File: src/design/udil_pkg.sv
package udil_pkg;

	// Command code and transfer length of the status word read
	localparam logic [7:0]  CMD_READ_STATUS    = 8'hC0;
	localparam int          STATUS_BYTES       = 4;

	// Status word field positions
	localparam int          BIT_BUS_RESET      = 0;
	localparam int          BIT_RESUME         = 1;
	localparam int          BIT_SUSPEND_CHANGE = 2;
	localparam int          BIT_TRANSFER_END   = 3;
	localparam int          BIT_FRAME_START    = 4;
	localparam int          BIT_PSEUDO_FRAME   = 5;
	localparam int          BIT_SHORT_END      = 6;
	localparam int          BIT_LIVE_SUSPENDED = 7;
	localparam int          BIT_CONTROL_OUT    = 8;
	localparam int          BIT_CONTROL_IN     = 9;
	localparam int          BIT_EP_FIRST       = 8;
	localparam int          EP_EVENTS          = 16;
	localparam int          BIT_RESERVED_LSB   = 24;

	// Reset value and bit groups of the status word
	localparam logic [31:0] STATUS_RESET       = 32'h00000000;
	localparam logic [31:0] CLEAR_ON_READ_MASK = 32'h0000007F;
	localparam logic [31:0] EVENT_MASK         = 32'h00FFFF7F;

	// Interrupt output idle level after reset: active low, so idle high
	localparam logic        IRQ_OUT_RESET      = 1'b1;

	// Timing
	localparam int          CLK_PERIOD_NS      = 10;
	localparam int          FRAME_PERIOD_NS    = 1000000;
	localparam int          FRAME_CYCLES       = FRAME_PERIOD_NS / CLK_PERIOD_NS;
	localparam int          PULSE_NS           = 166;
	localparam int          PULSE_CYCLES       = (PULSE_NS + CLK_PERIOD_NS - 1) / CLK_PERIOD_NS;
	localparam int          PULSE_CW           = $clog2(PULSE_CYCLES + 1);
	localparam int          MISSED_FRAME_LIMIT = 3;

	// Status read sequencer, Gray coded along the byte path
	typedef enum logic [2:0] {
		RD_IDLE  = 3'h0,
		RD_BYTE0 = 3'h1,
		RD_BYTE1 = 3'h3,
		RD_BYTE2 = 3'h2,
		RD_BYTE3 = 3'h6
	} udil_rd_state_t;

endpackage

File: src/design/udil_frame_if.sv
`timescale 1ns/10ps
interface udil_frame_if;
	logic sof;
	logic bus_reset;
	logic resume;
	logic tick;
	logic suspended;

	modport timer (input sof, input bus_reset, input resume, output tick, output suspended);
	modport owner (output sof, output bus_reset, output resume, input tick, input suspended);
endinterface

File: src/design/udil_frame_timer.sv
`timescale 1ns/10ps
module udil_frame_timer #(
	parameter int FRAME_CYCLES = udil_pkg::FRAME_CYCLES
) (
	input  wire logic   clock_i,  // System clock
	input  wire logic   reset_i,  // Synchronous reset, active high
	udil_frame_if.timer fr        // Frame events in, tick and suspend out
);
	localparam int CW = $clog2(FRAME_CYCLES + 1);
	localparam logic [CW-1:0] LAST = CW'(FRAME_CYCLES - 1);
	localparam logic [1:0]    LIMIT = 2'(udil_pkg::MISSED_FRAME_LIMIT);

	typedef struct packed {
		logic [CW-1:0] cnt;
		logic [1:0]    missed;
		logic          suspended;
		logic          tick;
	} udil_ft_state_t;

	udil_ft_state_t state_reg;
	udil_ft_state_t state_next;

	always_comb begin
		state_next = state_reg;
		state_next.tick = 1'b0;
		if (fr.sof || fr.bus_reset || fr.resume) begin
			state_next.cnt = '0;
			state_next.missed = '0;
			state_next.suspended = 1'b0;
		end else if (!state_reg.suspended) begin
			if (state_reg.cnt == LAST) begin
				// Frame expected but none seen
				state_next.cnt = '0;
				state_next.tick = 1'b1;
				state_next.missed = state_reg.missed + 2'h1;
				if (state_reg.missed + 2'h1 == LIMIT) begin
					state_next.suspended = 1'b1;
				end
			end else begin
				state_next.cnt = state_reg.cnt + CW'(1);
			end
		end
	end

	always_ff @(posedge clock_i) begin
		if (reset_i) begin
			state_reg <= '0;
		end else begin
			state_reg <= state_next;
		end
	end

	assign fr.tick = state_reg.tick;
	assign fr.suspended = state_reg.suspended;
endmodule

File: src/design/udil_irq_top.sv
`timescale 1ns/10ps
module udil_irq_top #(
	parameter int FRAME_CYCLES = udil_pkg::FRAME_CYCLES
) (
	input  wire logic        clock_i,                 // System clock
	input  wire logic        reset_i,                 // Synchronous reset, active high
	input  wire logic        cmd_strobe_i,            // Command byte valid, one cycle
	input  wire logic [7:0]  cmd_code_i,              // Command code
	input  wire logic        rd_strobe_i,             // Data byte consumed, one cycle
	output logic      [7:0]  rd_data_o,               // Current status byte
	output logic             rd_active_o,             // Status transfer in progress
	input  wire logic        sof_i,                   // Frame start packet seen
	input  wire logic        bus_reset_i,             // Bus reset detected
	input  wire logic        resume_i,                // Resume detected
	input  wire logic        bus_suspended_i,         // Bus idle long enough to suspend
	input  wire logic        dma_count_zero_i,        // DMA counter reached zero
	input  wire logic        short_packet_transfer_end_i, // Transfer ended by short packet
	input  wire logic [15:0] ep_ack_sent_i,           // ACK sent for OUT or SETUP data
	input  wire logic [15:0] ep_ack_rcvd_i,           // ACK received for IN data
	input  wire logic [15:0] ep_iso_done_i,           // Isochronous packet done
	input  wire logic [15:0] ep_status_read_i,        // Endpoint status register read
	input  wire logic [31:0] irq_enable_i,            // Per-source interrupt enables
	input  wire logic        global_irq_enable_i,     // Global interrupt enable
	input  wire logic        irq_polarity_select_i,   // 1: active high, 0: active low
	input  wire logic        irq_signalling_select_i, // 1: pulse, 0: level
	output logic             irq_o,                   // Interrupt output
	output logic             live_bus_suspended_o,    // Registered live suspend state
	output logic             suspend_enter_o          // Suspended after missed frames
);
	typedef struct packed {
		logic [31:0]                     status;
		logic [31:0]                     snap;
		udil_pkg::udil_rd_state_t        rd_state;
		logic                            rd_active;
		logic [7:0]                      rd_data;
		logic                            live;
		logic                            irq_prev;
		logic [udil_pkg::PULSE_CW-1:0]   pulse_cnt;
		logic                            irq_out;
	} udil_top_state_t;

	localparam logic [udil_pkg::PULSE_CW-1:0] PULSE_LOAD =
		udil_pkg::PULSE_CW'(udil_pkg::PULSE_CYCLES);

	udil_top_state_t state_reg;
	udil_top_state_t state_next;
	udil_frame_if    fi ();

	logic        live_now;
	logic        take_read;
	logic [31:0] events;
	logic [31:0] clears;
	logic [31:0] snap_now;
	logic        irq_active;
	logic        irq_asserted;

	assign fi.sof = sof_i;
	assign fi.bus_reset = bus_reset_i;
	assign fi.resume = resume_i;

	udil_frame_timer #(
		.FRAME_CYCLES (FRAME_CYCLES)
	) u_frame_timer (
		.clock_i (clock_i),
		.reset_i (reset_i),
		.fr      (fi)
	);

	always_comb begin
		// Bus side suspend or our own after missed frames
		live_now = bus_suspended_i | fi.suspended;
		take_read = cmd_strobe_i && (cmd_code_i == udil_pkg::CMD_READ_STATUS);

		events = '0;
		events[udil_pkg::BIT_BUS_RESET] = bus_reset_i;
		events[udil_pkg::BIT_RESUME] = resume_i;
		events[udil_pkg::BIT_SUSPEND_CHANGE] = live_now & ~state_reg.live;
		events[udil_pkg::BIT_TRANSFER_END] = dma_count_zero_i;
		events[udil_pkg::BIT_FRAME_START] = sof_i;
		events[udil_pkg::BIT_PSEUDO_FRAME] = fi.tick;
		events[udil_pkg::BIT_SHORT_END] = short_packet_transfer_end_i;
		// Producers raise ack_sent only after our ACK went out
		events[udil_pkg::BIT_EP_FIRST +: udil_pkg::EP_EVENTS] =
			ep_ack_sent_i | ep_ack_rcvd_i | ep_iso_done_i;

		clears = '0;
		if (take_read) begin
			clears = udil_pkg::CLEAR_ON_READ_MASK;
		end
		clears[udil_pkg::BIT_EP_FIRST +: udil_pkg::EP_EVENTS] = ep_status_read_i;

		snap_now = state_reg.status;
		snap_now[udil_pkg::BIT_LIVE_SUSPENDED] = live_now;

		state_next = state_reg;
		// Set beats clear, so an event in the read cycle shows next read
		state_next.status = ((state_reg.status & ~clears) | events)
			& udil_pkg::EVENT_MASK;
		state_next.live = live_now;

		// Status read sequencer, lower byte first
		case (state_reg.rd_state)
			udil_pkg::RD_IDLE: begin
				state_next.rd_data = 8'h00;
			end
			udil_pkg::RD_BYTE0: begin
				if (rd_strobe_i) begin
					state_next.rd_state = udil_pkg::RD_BYTE1;
					state_next.rd_data = state_reg.snap[15:8];
				end
			end
			udil_pkg::RD_BYTE1: begin
				if (rd_strobe_i) begin
					state_next.rd_state = udil_pkg::RD_BYTE2;
					state_next.rd_data = state_reg.snap[23:16];
				end
			end
			udil_pkg::RD_BYTE2: begin
				if (rd_strobe_i) begin
					state_next.rd_state = udil_pkg::RD_BYTE3;
					state_next.rd_data = state_reg.snap[31:24];
				end
			end
			udil_pkg::RD_BYTE3: begin
				if (rd_strobe_i) begin
					state_next.rd_state = udil_pkg::RD_IDLE;
					state_next.rd_data = 8'h00;
				end
			end
			default: begin
				state_next.rd_state = udil_pkg::RD_IDLE;
				state_next.rd_data = 8'h00;
			end
		endcase
		// Any new command abandons an unfinished read
		if (cmd_strobe_i) begin
			state_next.rd_state = udil_pkg::RD_IDLE;
			state_next.rd_data = 8'h00;
		end
		if (take_read) begin
			state_next.snap = snap_now;
			state_next.rd_state = udil_pkg::RD_BYTE0;
			state_next.rd_data = snap_now[7:0];
		end
		state_next.rd_active = (state_next.rd_state != udil_pkg::RD_IDLE);

		// Pseudo tick is gated by its own bit in the enable word
		irq_active = global_irq_enable_i
			&& |(state_reg.status & irq_enable_i & udil_pkg::EVENT_MASK);
		state_next.irq_prev = irq_active;
		if (irq_active && !state_reg.irq_prev) begin
			state_next.pulse_cnt = PULSE_LOAD;
		end else if (state_reg.pulse_cnt != '0) begin
			state_next.pulse_cnt = state_reg.pulse_cnt - udil_pkg::PULSE_CW'(1);
		end
		// Pulse already started runs to length even if masked meanwhile
		irq_asserted = irq_signalling_select_i ? (state_next.pulse_cnt != '0)
			: irq_active;
		state_next.irq_out = irq_polarity_select_i ? irq_asserted : ~irq_asserted;
	end

	always_ff @(posedge clock_i) begin
		if (reset_i) begin
			state_reg.status <= udil_pkg::STATUS_RESET;
			state_reg.snap <= udil_pkg::STATUS_RESET;
			state_reg.rd_state <= udil_pkg::RD_IDLE;
			state_reg.rd_active <= 1'b0;
			state_reg.rd_data <= 8'h00;
			state_reg.live <= 1'b0;
			state_reg.irq_prev <= 1'b0;
			state_reg.pulse_cnt <= '0;
			state_reg.irq_out <= udil_pkg::IRQ_OUT_RESET;
		end else begin
			state_reg <= state_next;
		end
	end

	assign rd_data_o = state_reg.rd_data;
	assign rd_active_o = state_reg.rd_active;
	assign irq_o = state_reg.irq_out;
	assign live_bus_suspended_o = state_reg.live;
	assign suspend_enter_o = fi.suspended;
endmodule

File: config.mk
export PLATFORM = sky130hd
export DESIGN_NAME = udil_irq_top
export DESIGN_NICKNAME = d
export VERILOG_FILES = /design/src/design/udil_pkg.sv /design/src/design/udil_frame_if.sv /design/src/design/udil_frame_timer.sv /design/src/design/udil_irq_top.sv
export SDC_FILE = /design/constraint.sdc
export NUM_CORES = 1
export LEC_CHECK = 0
export BUFFER_PORTS_ARGS = -buffer_cell sky130_fd_sc_hd__buf_4
export CAP_MARGIN = 5
export CORE_UTILIZATION = 30
export DETAILED_ROUTE_END_ITERATION = 8
export HOLD_SLACK_MARGIN = 0.03
export PLACE_DENSITY_LB_ADDON = 0.08
export SLEW_MARGIN = 0
export SYNTH_ARGS = -nofsm -noshare
export SYNTH_HDL_FRONTEND = slang
export SYNTH_SLANG_ARGS = --single-unit
File: constraint.sdc
create_clock -name clock_i -period 3 [get_ports clock_i]
set_input_delay 0.15 -clock clock_i [delete_from_list [all_inputs] [get_ports clock_i]]
set_output_delay 0.15 -clock clock_i [all_outputs]
set_load 0.05 [all_outputs]
==> reports/results.tsv <==
stage	metric	value	unit
status	status	finished clean	
synth	Mapped Nets	519	
worst_setup_path	CP Data Required Time	3.25	ns
worst_setup_path	crit start category	flop	
global_routing	antenna violations before repair	0	
global_routing	vias in the first global route	2946	
detailed_routing	Wirelength per Cell	13.26	um
die	Ports	129	
synth	Mapped Area	0.003443	mm2
clock_network	deepest clock path buffer count	2	
synth	sequential area share after synthesis	46.51	%
global_routing	largest net degree at the start of global routing	59	
final_layout	number of nets in the layout	628	
timing	Final Hold Viols	0	
final_layout	Layout area overhead	37.06	%
detailed_routing	DRT Wirelength	8.616	mm
power_and_ir_drop	worst vdd ir	0.0003446	V
final_layout	# fillers	1129	
die	Core Rows	38	
global_routing	global route total overflow	0	
min_path	Hold Crit Class	in2reg	
timing	final setup skew	0.008240	ns
synth	ys flop type	dfxtp_1	
synth	Yosys reg bits	80	
synth	Synth Instances	398	
clock_network	clk sinks	80	
timing	worst slew pin tran	0.6953	ns
clock_network	Worst-path clk slew	0.06	ns
timing	maximum clock rate	477.4	MHz
timing	Final Setup Violations	0	
worst_setup_path	crit path DAT	2.35	ns
synth	number of synthesized flops with an enable pin	0	
detailed_routing	Post-DRT Antenna Nets	0	
place	IO Port Bufs	119	
place	placed cell count	634	
detailed_routing	Avg Vias per Cell	4.683	
worst_setup_path	CP Capture Type	flop	
timing	min cycle time layout	2.095	ns
worst_setup_path	Crit Path Max Fanout	6	
final_layout	non-filler cells, final	650	
flow_run	max_cap viols	0	
synth	syn avg cell area	8.652	um2
clock_network	CTS tree	built	
detailed_routing	DR iter-0 viols	132	
detailed_routing	DR pass1 iterations	4	
synth	Synth cell types	39	
die	Chip Width	109.1	um
global_routing	total track usage	15.45	%
detailed_routing	DR DRC count	0	
final_layout	layout cells sized above 1	29.22	%
synth	Async SR Flop Fraction	0	%
die	starting density of the core	31.22	%
place	Post-DP HPWL	6.376	mm
die	die height	109.1	um
power_and_ir_drop	final total power	2629	uW
timing	TNS Setup	0	ns
power_and_ir_drop	Cell Pwr Density	557.1	mW/mm2
worst_setup_path	critical setup path kind	reg2reg	
place	GPL Wtd Cong	0.7397	
power_and_ir_drop	Static Leak	0.001907	uW
clock_network	Root Buffer Master	clkbuf_16	
die	core box area	0.01103	mm2
clock_network	CTS H-tree depth	3	
timing	relative max-transition margin	53.48	%
timing	period utilisation layout	69.82	%
timing	unrepaired setup endpoints after global routing	false	
final_layout	diode count	0	
clock_network	CTS buffer count	9	
clock_network	# resized after CTS	0	
synth	Synth warnings	0	
detailed_routing	via count	3044	
global_routing	first-pass GRT wire length	14.09	mm
clock_network	Worst-Skew Late Latency	0.33	ns
final_layout	max reg flops	25	
die	die area	0.01191	mm2
timing	Final Max Tran Viols	0	
clock_network	Post-CTS Setup Bufs	0	
final timing paths:
| check | to | depth (start not counted) | start | slack (ns) |
|---|---|---|---|---|
| setup / recovery | irq_o | 7 | state_reg[1] | 0.91 |
| hold / removal | snap_now[6] | 3 | short_packet_transfer_end_i | 0.04 |
| setup reg to reg | irq_o | 7 | state_reg[1] | 0.91 |
| hold reg to reg | state_reg[32] | 2 | state_reg[32] | 0.45 |
critical path: stages (launching register included):
cell and delay [ns]:
dfxtp_1 0.34, inv_1 0.12, ha_1 0.19, or4b_1 0.57
o31ai_2 0.23, nand3_1 0.12, o32ai_2 0.24, mux2i_1 0.23
layout by cell type (no fill, tap or decap), types with 2 or more instances in the layout:
cell           count
or2_2              2
a211oi_1           9
dlygate4sd3_1      2
xor2_1             5
ha_1               4
nand2_1           40
clkbuf_16          9
xnor2_1           15
nor2b_1            5
bufinv_16          2
clkinv_2           2
nor4_1             3
a21oi_1           44
nor3_1            20
and3_1             6
dfxtp_1           80
mux2_2             9
inv_1              6
a22oi_1           17
buf_4            121
nand4_1            5
mux2i_1            3
nand3_1            6
nor3b_1            4
nand2b_1          19
nor2_1            56
synthesized netlist by cell type, types with 2 or more instances:
cell       n  area, um2
nor4_1     3      18.77
nor3_1    20      100.1
nor3b_1    4      30.03
mux2i_1    3      30.03
nand2_1   40      150.1
a211oi_1   9      67.56
buf_2      4      20.02
a21oi_1   44      220.2
nor2b_1    5      31.28
nand2b_1  19      118.9
mux2_2     9      101.4
xnor2_1   15      131.4
buf_4     10      75.07
clkbuf_1  11      41.29
nor2_1    56      210.2
nand4_1    5      31.28
ha_1       4      50.05
and3_1     6      37.54
or2_2      2      12.51
inv_1      6      22.52
dfxtp_1   80       1602
xor2_1     5      43.79
nand3_1    6      30.03
a22oi_1   17      127.6
stage by stage:
stage          setup slack (ns)  hold WS [ns]  instance area [um2]  util (%)
2_1_floorplan             1.106        0.2262                 3443         -
3_3_place_gp             0.9268        0.3557                 4390     39.80
6_report                 0.9053       0.03698                 4720     42.79
4_1_cts                  0.9025       0.03214                 4720     42.79
5_1_grt                  0.7174       0.05479                 4720     42.79
3_5_place_dp             0.9184        0.3639                 4390     39.80
power by group:
part | total (uW) | leakage [uW] | switching, uW | internal (uW)
clock | 1150 | 0.000154 | 407 | 739
sequential | 1150 | 0.000654 | 39.3 | 1110
combinational | 338 | 0.00110 | 146 | 191
total | 2630 | 0.00191 | 593 | 2040
repair_timing:
action,4_1_cts,5_1_grt
hold buffers,2,0
setup endpoints to repair,0,0
endpoints found under the hold margin,3,0
kinds of logic (layout without fill, tap and decap cells):
| group | count (synthesis) | after routing | synth area share [%] |
|---|---|---|---|
| simple gates | 175 | 175 | 24.67 |
| flops | 80 | 80 | 46.51 |
| compound gates | 76 | 76 | 13.84 |
| buf+inv | 31 | 143 | 4.615 |
| xor+xnor | 20 | 20 | 5.087 |
| mux | 12 | 12 | 3.816 |
| fa+ha+maj | 4 | 4 | 1.454 |
layer usage:
layer / wire length [um] / up-vias / GRT usage (%) / share of wire (%)
li1: - / 1589 / - / -
met1: 4375 / 1363 / 21.14 / 51
met2: 3625 / 87 / 23.50 / 42
met3: 545 / 5 / 4.782 / 6.3
met4: 69 / 0 / 3.764 / 0.80
met5: 0 / - / 0 / 0
final cells by class:
cell class | count | area (um2) | area share [%]
tap | 140 | 175.2 | 3.712
multi-input combinational | 287 | 1683 | 35.66
timing repair buffer | 123 | 928.4 | 19.67
sequential | 80 | 1602 | 33.93
clock inverter | 4 | 70.07 | 1.485
clock buffer | 10 | 239.0 | 5.064
inverter | 6 | 22.52 | 0.4772
No activity file was read; power rests on OpenSTA's default activity.
